--- config.mk ---
export PLATFORM = sky130hd
export DESIGN_NAME = amag_guard
export DESIGN_NICKNAME = d
export VERILOG_FILES = /design/src/rtl/amag_pkg.sv /design/src/rtl/amag_guard.sv
export SDC_FILE = /design/constraint.sdc
export NUM_CORES = 1
export LEC_CHECK = 0
export BUFFER_PORTS_ARGS = -buffer_cell sky130_fd_sc_hd__buf_2
export CAP_MARGIN = 20
export CORE_AREA = 10 10 230 232
export CTS_CLUSTER_SIZE = 12
export DETAILED_ROUTE_END_ITERATION = 12
export DIE_AREA = 0 0 240 242
export PLACE_DENSITY = 0.69
export SLEW_MARGIN = 30
export SYNTH_ARGS = -nofsm -noshare
export SYNTH_HDL_FRONTEND = slang
export SYNTH_SLANG_ARGS = --single-unit
--- constraint.sdc ---
create_clock -name mclk -period 20.4 [get_ports mclk]
set_input_delay 1.02 -clock mclk [delete_from_list [all_inputs] [get_ports mclk]]
set_output_delay 1.02 -clock mclk [all_outputs]
set_load 0.02 [all_outputs]
--- src/rtl/amag_pkg.sv ---
/*
 * constants and types of the area memory access guard: area count, access
 * operation and configuration field codes, permission bit layout and the
 * reset values of every area boundary and permission word.
 * assumes a 32-bit core address and that the core drives all inputs from
 * the same clock as the guard.
 */
package amag_pkg;

	// ------------------------------------------------------------------
	// sizes
	// ------------------------------------------------------------------
	localparam int AREA_N = 4; // rom, ram, otp, spare
	localparam int AREA_IDX_W = 2; // index width for AREA_N areas
	localparam int ADDR_W = 32; // core address width

	// ------------------------------------------------------------------
	// codes
	// ------------------------------------------------------------------
	// operation that the core asks for
	typedef enum logic [1:0] {
		AMAG_OP_READ,
		AMAG_OP_WRITE,
		AMAG_OP_EXEC
	} amag_op_t;

	// which control word a configuration write targets
	typedef enum logic [1:0] {
		AMAG_F_BASE,
		AMAG_F_LIMIT,
		AMAG_F_PERM,
		AMAG_F_LOCK
	} amag_field_t;

	// ------------------------------------------------------------------
	// permission word layout
	// ------------------------------------------------------------------
	localparam int PERM_PRIV_LSB = 0; // priv read, write, exec bits 2:0
	localparam int PERM_USER_LSB = 3; // user read, write, exec bits 5:3
	localparam int PERM_SRC_LSB = 6; // one bit per allowed source area
	localparam int PERM_W = PERM_SRC_LSB + AREA_N;

	// ------------------------------------------------------------------
	// reset values: privileged may do anything, user nothing; the spare
	// area has base above limit so it matches no address until set up
	// ------------------------------------------------------------------
	localparam logic [ADDR_W-1:0] AREA_BASE_RST [AREA_N] = '{
		32'h0000_0000, 32'h2000_0000, 32'h4000_0000, 32'hffff_ffff};
	localparam logic [ADDR_W-1:0] AREA_LIMIT_RST [AREA_N] = '{
		32'h0fff_ffff, 32'h2fff_ffff, 32'h4fff_ffff, 32'h0000_0000};
	localparam logic [PERM_W-1:0] AREA_PERM_RST [AREA_N] = '{
		10'h3c7, 10'h3c7, 10'h3c7, 10'h3c7};
	localparam logic LOCK_RST = 1'b0; // rules open to change after reset

endpackage : amag_pkg

--- src/rtl/amag_guard.sv ---
/*
 * area memory access guard: sits between the core and the rom, ram and
 * otp memories, checks every access inside an area against per-area permission words
 * and passes only permitted ones on; holds the area configuration.
 * assumes the core drives all inputs from mclk and that the memory side
 * takes an access in the cycle mem_valid is high.
 */
`timescale 1ns/1ns
module amag_guard (
	input wire logic mclk, // core clock
	input wire logic rst, // async reset, active high
	input wire logic cfg_valid, // configuration write strobe
	input wire logic cfg_priv, // writer runs in privileged mode
	input wire logic [amag_pkg::AREA_IDX_W-1:0] cfg_area, // target area
	input wire amag_pkg::amag_field_t cfg_field, // target word
	input wire logic [amag_pkg::ADDR_W-1:0] cfg_wdata, // value to write
	output logic cfg_refused, // pulse: write had no effect
	output logic locked, // rules finally accepted
	input wire logic req_valid, // core access request
	input wire logic req_priv, // access from privileged mode
	input wire amag_pkg::amag_op_t req_op, // read, write or execute
	input wire logic [amag_pkg::ADDR_W-1:0] req_addr, // target address
	input wire logic [amag_pkg::ADDR_W-1:0] req_src_addr, // issuing pc
	output logic mem_valid, // access passed to the memory
	output logic req_denied, // access blocked this cycle
	output logic fault, // pulse one cycle after a denial
	output logic [amag_pkg::ADDR_W-1:0] fault_addr, // last denied address
	output amag_pkg::amag_op_t fault_op // last denied operation
);
	import amag_pkg::*;

	// ------------------------------------------------------------------
	// helpers
	// ------------------------------------------------------------------
	// address inside an inclusive area; base above limit disables it
	function automatic logic area_hit(input logic [ADDR_W-1:0] a,
		input logic [ADDR_W-1:0] b, input logic [ADDR_W-1:0] l);
		area_hit = (a >= b) && (a <= l);
	endfunction : area_hit

	// permission bit for an operation in a privilege level
	function automatic int perm_bit(input amag_op_t op, input logic pv);
		perm_bit = (pv ? PERM_PRIV_LSB : PERM_USER_LSB) + int'(op);
	endfunction : perm_bit

	// ------------------------------------------------------------------
	// configuration state
	// ------------------------------------------------------------------
	logic [ADDR_W-1:0] base [AREA_N]; // area lower bounds
	logic [ADDR_W-1:0] limit [AREA_N]; // area upper bounds
	logic [PERM_W-1:0] perm [AREA_N]; // area permission words
	logic [ADDR_W-1:0] next_base [AREA_N];
	logic [ADDR_W-1:0] next_limit [AREA_N];
	logic [PERM_W-1:0] next_perm [AREA_N];
	logic next_locked;
	logic next_cfg_refused;
	logic cfg_ok; // write is allowed to land

	// next values of the control words; user mode or a locked guard
	// leaves everything as it is and only reports the refusal
	always_comb begin
		cfg_ok = cfg_valid && cfg_priv && !locked;
		next_base = base;
		next_limit = limit;
		next_perm = perm;
		next_locked = locked;
		next_cfg_refused = cfg_valid && !cfg_ok;
		if (cfg_ok) begin
			case (cfg_field)
				AMAG_F_BASE: begin
					next_base[cfg_area] = cfg_wdata;
				end
				AMAG_F_LIMIT: begin
					next_limit[cfg_area] = cfg_wdata;
				end
				AMAG_F_PERM: begin
					next_perm[cfg_area] = cfg_wdata[PERM_W-1:0];
				end
				AMAG_F_LOCK: begin
					// lock is one-way until reset: final acceptance
					next_locked = next_locked | cfg_wdata[0];
				end
				default: begin
					next_locked = locked;
				end
			endcase
		end
	end

	// register the control words; defaults come back on every reset
	always_ff @(posedge mclk or posedge rst) begin
		if (rst) begin
			base <= AREA_BASE_RST;
			limit <= AREA_LIMIT_RST;
			perm <= AREA_PERM_RST;
			locked <= LOCK_RST;
			cfg_refused <= 1'b0;
		end else begin
			base <= next_base;
			limit <= next_limit;
			perm <= next_perm;
			locked <= next_locked;
			cfg_refused <= next_cfg_refused;
		end
	end

	// ------------------------------------------------------------------
	// area match
	// ------------------------------------------------------------------
	logic [AREA_N-1:0] tgt_hit; // target address per area
	logic [AREA_N-1:0] src_hit; // issuing code address per area

	genvar gi;
	generate
		for (gi = 0; gi < AREA_N; gi++) begin : g_match
			assign tgt_hit[gi] = area_hit(req_addr, base[gi], limit[gi]);
			assign src_hit[gi] =
				area_hit(req_src_addr, base[gi], limit[gi]);
		end
	endgenerate

	// ------------------------------------------------------------------
	// permit decision, purely combinational so it acts before the access
	// ------------------------------------------------------------------
	logic allow; // access may proceed
	logic [PERM_W-1:0] tgt_perm; // permission word of the target area
	logic tgt_any; // target lies in a guarded area

	// lowest matching area wins where areas overlap; addresses outside
	// every area are not guarded memory and pass unchecked
	always_comb begin
		tgt_perm = '0;
		tgt_any = 1'b0;
		for (int k = AREA_N - 1; k >= 0; k--) begin
			if (tgt_hit[k]) begin
				tgt_perm = perm[k];
				tgt_any = 1'b1;
			end
		end
		allow = 1'b1;
		if (tgt_any) begin
			// op and privilege pick one bit
			allow = tgt_perm[perm_bit(req_op, req_priv)];
			// issuing code inside a guarded area must sit in an allowed source area
			if (|src_hit) begin
				allow = allow && |(src_hit & tgt_perm[PERM_W-1:PERM_SRC_LSB]);
			end
		end
	end

	// handshake outputs are combinational to add no latency
	assign mem_valid = req_valid && allow;
	assign req_denied = req_valid && !allow;

	// ------------------------------------------------------------------
	// fault report
	// ------------------------------------------------------------------
	logic next_fault;
	logic [ADDR_W-1:0] next_fault_addr;
	amag_op_t next_fault_op;

	// capture each denial; address and op hold until the next one
	always_comb begin
		next_fault = req_denied;
		next_fault_addr = fault_addr;
		next_fault_op = fault_op;
		if (req_denied) begin
			next_fault_addr = req_addr;
			next_fault_op = req_op;
		end
	end

	// fault registers
	always_ff @(posedge mclk or posedge rst) begin
		if (rst) begin
			fault <= 1'b0;
			fault_addr <= '0;
			fault_op <= AMAG_OP_READ;
		end else begin
			fault <= next_fault;
			fault_addr <= next_fault_addr;
			fault_op <= next_fault_op;
		end
	end

	// ------------------------------------------------------------------
	// assertions
	// ------------------------------------------------------------------
	// flat copies and default flags of the control words, so that checks
	// compare whole sets without relying on unpacked array operators
	logic [AREA_N*PERM_W-1:0] perm_flat; // all permission words
	logic [AREA_N*ADDR_W-1:0] base_flat; // all lower bounds
	logic [AREA_N*ADDR_W-1:0] limit_flat; // all upper bounds
	logic [AREA_N-1:0] at_dflt; // area still holds its reset words

	generate
		for (gi = 0; gi < AREA_N; gi++) begin : g_flat
			assign perm_flat[gi*PERM_W +: PERM_W] = perm[gi];
			assign base_flat[gi*ADDR_W +: ADDR_W] = base[gi];
			assign limit_flat[gi*ADDR_W +: ADDR_W] = limit[gi];
			assign at_dflt[gi] = (perm[gi] == AREA_PERM_RST[gi])
				&& (base[gi] == AREA_BASE_RST[gi])
				&& (limit[gi] == AREA_LIMIT_RST[gi]);
		end
	endgenerate
endmodule : amag_guard

# Yosys cells after proc, flatten, opt, wreduce, memory -nomap -nowiden
# Index checks and enable logic that the tools add are counted.
[word_totals]
reg_bits = 333
inputBits = 108
out_inout_bits = 39
word_cells = 89
[op_classes]
n_addsub = 1
order_cmp = 19
eq_ne = 3
n_mux = 21
n_bitwise = 3
n_reduce_logical = 25
[ops]
columns = ["op", "n"]
rows = [
  ["bitwise mux 128 bit", 2],
  [">= comparator 32 bit", 8],
  ["less-or-equal comparator 32 bit", 8],
  ["demux 32 bit (select 2 bit)", 1],
  ["two-way mux 10 bit", 5],
  ["bitwise mux 40 bit", 1],
  ["two-way mux 32 bit", 1],
  ["demux 10 bit (select 2 bit)", 1],
  ["logical AND 1 bit", 15],
  ["two-way mux 1 bit", 8],
  ["AND reduction 2 bit", 4],
  ["OR reduction 4 bit", 2],
  ["< comparator 3 x 5 -> 1 bit (second input constant)", 1],
  ["AND 4 bit", 1],
  ["binary-select mux 1 bit (select 4 bit)", 1],
  ["equality test 2 bit (second input constant)", 2],
  ["adder 2 x 2 -> 3 bit", 1],
  [">= comparator 3 bit (second input constant)", 1],
  ["logical NOT 1 bit", 3],
  ["< comparator 3 x 1 -> 1 bit (second input constant)", 1],
  ["NOT 2 -> 3 bit", 1],
  ["equality test 2 x 1 -> 1 bit (second input constant)", 1],
  ["logical NOT 2 bit", 1],
  ["two-way mux 2 bit", 1],
  ["OR 1 bit", 1],
]

# Depth between registers and ports, before layout
# Gate-level depths: netlist (run 1).
[logic_depth]
ltp_word = 14
ltp_mapped = 17
ltp_nobuf = 14

# Worst setup path after synthesis (run 1)
# OpenSTA, ideal clock, no wires.
[synth_path]
kind = "input port to output port"
startpoint = "input req_addr[0] in the netlist's numbering"
endpoint = "output req_denied"
t_arrival_ns = 4.057
required_time_ns = 19.380
path_slack_ns = 15.323
path_stages = 15
path_buffers = 2
path_cell_list = "inv_1 -> ha_1 -> nand2b_1 -> a211o_1 -> a211oi_1 -> o311ai_1 -> a211oi_2 -> nor2_1 -> a221oi_1 -> o221ai_1 -> o21a_1 -> a221oi_2 -> o211a_1 -> buf_6 -> buf_12"
[synth_via]
elab_chain_cells = 14
elab_cells_between_ends = 30
cone_classes = "8 x order compare; 13 x mux; 1 x bitwise; 8 x reduce/logical"
[synth_lines]
columns = ["item", "line_no", "text"]
rows = [
  ["start: declaration", "amag_guard.sv:22", "input wire logic [amag_pkg::ADDR_W-1:0] req_addr,"],
  [">= comparator 32 bit or less-or-equal comparator 32 bit (tied branches)", "amag_guard.sv:38", "area_hit = (a >= b) && (a <= l);"],
  ["logical AND 1 bit", "amag_guard.sv:38", ""],
  ["two-way mux 10 bit (4 in a row)", "amag_guard.sv:135", "if (tgt_hit[k]) begin"],
  ["binary-select mux 1 bit (select 4 bit)", "amag_guard.sv:143", "allow = tgt_perm[perm_bit(req_op, req_priv)];"],
  ["two-way mux 1 bit (not written as such) (2 in a row)", "amag_guard.sv:143", ""],
  ["logical AND 1 bit", "amag_guard.sv:146", "allow = allow && |(src_hit & tgt_perm[PERM_W-1:PERM_SRC_LSB]);"],
  ["two-way mux 1 bit", "amag_guard.sv:145", "if (|src_hit) begin"],
  ["two-way mux 1 bit *", "amag_guard.sv:141", "if (tgt_any) begin"],
  ["logical NOT 1 bit *", "amag_guard.sv:153", "assign req_denied = req_valid && !allow;"],
  ["logical AND 1 bit *", "amag_guard.sv:153", ""],
  ["end: declaration", "amag_guard.sv:25", "output logic req_denied,"],
]
# Every way passes the cells marked *; elsewhere a longest branch is shown, timed or not. The select of a mux whose other input is x is not followed.

# Final worst setup path (run 1)
[layout_path]
startpoint = "input req_addr[14] in the netlist's numbering"
endpoint = "output req_denied"
# The elaborated chain is that of the path after synthesis.

==> results of run 1 <==
[metal layers]
layer | part of all wire (%) | GRT usage [%] | up-vias | wire (um)
met4 | 4.4 | 12.32 | 2 | 3569
met3 | 4.8 | 3.879 | 151 | 3894
li1 | - | - | 9288 | -
met2 | 48 | 46.00 | 544 | 38430
met5 | 0.016 | 0 | - | 13
met1 | 43 | 34.46 | 9794 | 34640
[final timing paths]
check	to	slack [ps]	cells past startpoint
setup / recovery	req_denied	13310	14
setup reg to reg	fault_addr[26]	14950	14
hold reg to reg	fault_addr[29]	480	1
min in group asynchronous	fault_addr[11]	550	2
max in group asynchronous	base[94]	18350	4
hold / removal	fault_addr[29]	480	1
[area by class of cell]
class                   count  area (um^2)  share of cell area, %
inverters                 270         1021                  3.700
clock inverters            14        80.08                 0.2902
multi-input cells        1806        15110                  54.77
clock buffers              63         1261                  4.570
well taps                 622        778.2                  2.820
repair buffers            154        823.3                  2.983
flip-flops and latches    333         8518                  30.87
[power by group]
group	internal (uW)	switching [uW]
registers	684	9.93
logic	95.9	165
clock network	427	308
[per-stage QoR]
| step | worst slack [ps] | std cells | util (%) | instance area [um^2] | power [uW] |
|---|---|---|---|---|---|
| after floorplan | 10400 | 2465 | - | 24850 | 850.7 |
| after detailed placement | 13340 | 3184 | 54.13 | 26220 | 962.4 |
| final | 13310 | 3262 | 56.96 | 27600 | 1690 |
| after global routing | 12940 | 3262 | 56.96 | 27600 | 1755 |
| after CTS | 13330 | 3261 | 56.90 | 27560 | 1702 |
| after global placement | 13400 | 3184 | 54.08 | 26200 | 955.2 |
[worst max-delay path: stages]
cell,delay [ps]
buf_2,240
ha_1,290
a21o_1,180
a21oi_1,740
nand3_1,150
a41oi_1,670
o31ai_2,180
and2_1,340
a221oi_2,330
a211oi_1,100
mux2_2,340
a221oi_2,360
o211a_4,780
buf_2,300
[Yosys cell counts, drive strengths merged (17+ instances only)]
master and instances:
nand2 197, nor2 56, dfrtp 185, nand3 42, mux2 207, ha 513, inv 270, a21o 90
a211oi 25, dfstp 148, o21ai 198, o211ai 19, nand4 92, nor2b 26, a221oi 17, nor3 21
a21oi 140, clkbuf 40
[layout by cell type, fill, tap and decap left out, types with 54 or more instances in the layout]
cell type	count
mux2_2	173
a21oi_1	140
nor2_1	54
buf_2	146
inv_1	269
nand2_1	194
o21ai_0	182
nand4_1	92
a21o_1	90
ha_1	513
dfstp_2	148
dfrtp_1	185
[registers in the layout, summed over array words and instances, names as in the netlist]
name and count:
base 128, cfg_refused 1, fault 1, fault_addr 32, fault_op 2, limit 128
locked 1, perm 40
[kinds of logic after synthesis]
kind of cell,count (synthesis)
AO/OA/AOI/OAI,582
flip-flops,333
buffers and inverters,326
multiplexers,207
adder cells (fa/ha/maj),514
AND/OR/NAND/NOR,503
==> flow_summary.toml, run 1 <==
[yosys]
synth_fp_nets = 3087
ys_warn_count = 0
ys_types = 81
ys_seq_elements = 333
syn_avg_cell_area_um2 = 10.08
synth_xor_area_share_pct = 0
synth_fa_ha_area_share_pct = 25.91
yosysSeqAreaShare_pct = 34.28
synth.area.top_cells = "ha_1 (26%), dfrtp_1 (19%), dfstp_2 (16%)"
async_flop_share_pct = 100.0
synth_top_family_by_area = "adder cells"
synthSimpleGateAreaFrac_pct = 9.989
ys.flop_type = "dfrtp_1"
synthMuxAreaShare_pct = 9.818
post-synth-top-area-cell = "ha_1"
syn_area_um2 = 24850
synth_top_area_share_pct = 25.83
synth_edf_count = 0
synthCells = 2465
synth_compound_area_share_pct = 14.82

[global_routing]
antenna_found_initial = 1
grt_pass1_vias = 20240
grt_max_degree = 175
grt_remaining_overflow = 0
grt_pass1_wl_um = 122200
grt_usage_pct = 27.47

[cells_and_area]
antenna_cells = 0
area_delta_synth_final_pct = 11.04
layout.nets = 3229
drive_gt1_share_pct = 22.73
nFillCells = 4226

[sta]
setup_viol = 0
worst_pin_slew_ps = 1010
slew_violations = 0
slew_headroom_pct = 32.38
rsz0062_at_grt = "false"
timing.final.crit_share_pct = 34.77
fin_crit_ps = 7093
finalClockSkew_ps = 24.00
max_freq_ghz = 0.1410
hold_ws_ps = 481.8
hold_viol_final = 0
final.setup.tns_ps = 0

[routing]
drt-initial-drc-count = 1272
drc = 0
avgViaCountPerCell = 6.063
vias = 19780
wl_um = 80550
wl_per_cell_um = 24.69
antenna_left = 0
dr.pass1.iters = 5

[die]
die_w_um = 240
die_h_um = 242
initial_core_util_pct = 51.30
rows = 81
die_area_um2 = 58080
ios = 147
fp.coreArea_um2 = 48440

[cts]
cts.hold.buffers_added = 0
cts_resized = 0
h-tree-depth = 2
clock_sinks = 333
cts_max_path_buffers = 3
cts_tree = "done"
clockRootBuffer = "clkbuf_16"
clk_latency_ps = 590
clkSlewWorstSetupHoldPaths_ps = 50
post-cts-setup-buffers = 0
cts_made_buffers = 42

[worst_hold_path]
hold_start = "fault_addr[29]"
hold_class = "flop to flop"

[power]
p_leak_uw = 0.01371
peakVddDrop_mv = 0.05257
p_per_area_nw_per_um2 = 61.24

[worst_setup_path]
r2r_start = "base[46]"
end_kind = "output pin"
cp.arrival_ps = 6070
crit_type = "input port to output pin"
cp_data_required_time_ps = 19380
cp_max_fo = 36
crit_start = "req_addr[14]"
cp-start-kind = "input port"

[placed_design]
place_congestion = 0.9739
numPortBuffers = 146
hpwlAfterDp_um = 59670

[outcome]
status = "finished, final reports clean"

[job]
max_cap_viol_count = 0
Note: power is estimated with default switching activity, not from simulation.
==> inputs of run 2 (changes only) <==
- clock period: 20.4 -> 7 ns (I/O delays scaled with it)
==> run 2 against run 1 <==
Via count is 0.13% higher. Count of clock-buffer cells in the layout unchanged. Largest cell class unchanged. Register-to-register slack worse by 14000 ps. Die area did not move. Critical path depth unchanged. Sequential power grew to 2.9 times the previous value. Clock skew is 4.7 ps lower. Utilization about the same. Global-route usage fell by 0.17 points.
==> flow_summary.toml, run 2 (same netlist as run 1, synthesis figures left out) <==
[placed_design]
hpwlAfterDp_um = 59580
numPortBuffers = 146
placed_cells = 3188
placed_cell_area_um2 = 26250
place_congestion = 0.9584

[sta]
hold_viol_final = 0
slew_violations = 0
timing.final.crit_share_pct = 89.41
max_freq_ghz = 0.1598
finalClockSkew_ps = 19.32
worst_pin_slew_ps = 1015
fin_crit_ps = 6259
slew_headroom_pct = 32.00
setup_viol = 0
final.setup.tns_ps = 0
rsz0062_at_grt = "false"

[global_routing]
grt_max_degree = 150
globalRouteMet2Util_pct = 45.92
grtUsageMet3_pct = 3.253
grt_remaining_overflow = 0
grt_pass1_wl_um = 122000
met1_usage_pct = 33.82
antenna_found_initial = 0
grt-busiest-layer = "met2"
grt_pass1_vias = 20780
grt_usage_pct = 27.30

[cells_and_area]
layout.nets = 3232
area_delta_synth_final_pct = 11.09
layout_common_cells = "ha_1 (513), inv_1 (269), nand2_1 (194), dfrtp_1 (185), o21ai_0 (182)"
design_area_um2 = 27610
final_cells = 3264
top_regs = "base (128), limit (128), perm (40)"
multi_input_area_um2 = 15130
final_common_cell = "ha_1"
seq_area_um2 = 8518
drive_gt1_share_pct = 22.56
antenna_cells = 0
nFillCells = 4214

[cts]
h-tree-depth = 2
clock_sinks = 333
cts_max_path_buffers = 3
cts_tree = "done"
cts_made_buffers = 40
clockRootBuffer = "clkbuf_16"
clkSlewWorstSetupHoldPaths_ps = 60
post-cts-setup-buffers = 0
clk_latency_ps = 570

[die]
die_h_um = 242
die_area_um2 = 58080
initial_core_util_pct = 51.30
rows = 81
die_w_um = 240
ios = 147
fp.coreArea_um2 = 48440

[worst_setup_path]
cp-start-kind = "flop"
reg2reg_depth = 15
cp_max_fo = 29
end_kind = "output pin"
cp.arrival_ps = 5910
cp_data_required_time_ps = 6650
crit_type = "flop to output pin"

[worst_hold_path]
min_path_cells = 2
hold_class = "input port to flop"

[routing]
drc = 0
vias = 19800
wl_per_cell_um = 24.48
avgViaCountPerCell = 6.067
wl_um = 79920
drt-initial-drc-count = 1191
antenna_left = 0
dr.pass1.iters = 5

[outcome]
status = "finished, final reports clean"

[power]
peakVddDrop_mv = 0.1883
p_per_area_nw_per_um2 = 177.5
p_leak_uw = 0.01370

[job]
max_cap_viol_count = 0
run 2: changes by cell type in the layout (fill, tap and decap cells not counted), sizes merged:
cell | previous run | this run
clkinv | 12 | 6
buf | 154 | 157
bufinv | 0 | 2
dlygate4sd3 | 0 | 2
clkinvlp | 1 | 2
run 2: power breakdown:
part,total (uW),internal (uW),switching (uW)
clock,2120,1240,875
combinational,759,280,479
sequential,2030,1990,32.6
total,4900,3520,1390
run 2: timing repair:
| action | 4_1_cts | 5_1_grt |
|---|---|---|
| endpoints found under the hold margin | 15 | 0 |
| gates resized for setup | 0 | 0 |
| hold buffers | 2 | 0 |
run 2: critical path: stages, from the launching register on:
cell	delay [ps]
dfstp_2	520
inv_1	60
ha_1	300
a211o_1	260
a21oi_1	400
o211ai_1	260
a21o_1	340
a2111oi_2	910
a211oi_4	180
a221oi_2	300
a211oi_1	90
mux2_2	320
a221oi_2	350
o211a_4	730
buf_2	300
run 2: worst paths after layout:
path | end | slack, ps | start
max reg2reg | fault_addr[18] | 1140 | base[13]
max | req_denied | 740 | base[13]
min reg2reg | fault_addr[27] | 500 | fault_addr[27]
min | fault_op[1] | 30 | req_op[1]
min in group asynchronous | fault_addr[11] | 480 | rst
max in group asynchronous | limit[36] | 4710 | rst
run 2: layer usage:
layer  wire length, um  part of all wire (%)
met1             33770                    42
met2             38040                    48
met3              3887                   4.9
met4              4218                   5.3
met5                 0                     0
run 2: layout make-up:
class                      instances  area share (%)
multi-input combinational       1806           54.80
sequential                       333           30.85
clock buffer                      63           4.305
inverter                         270           3.685
timing repair buffer             159           3.109
tap                              622           2.819
clock inverter                    11          0.4305
run 2: metrics by stage:
step / power [uW] / setup WS [ps] / hold slack [ps] / utilization (%)
4_1_cts: 4934 / 742.8 / 3.615 / 56.93
3_5_place_dp: 2807 / 1109 / 482.4 / 54.19
5_1_grt: 5093 / 589.3 / 20.40 / 56.99
6_report: 4902 / 741.5 / 27.37 / 56.99
2_1_floorplan: 2480 / 2322 / 451.7 / -
3_3_place_gp: 2783 / 1316 / 471.2 / 54.16
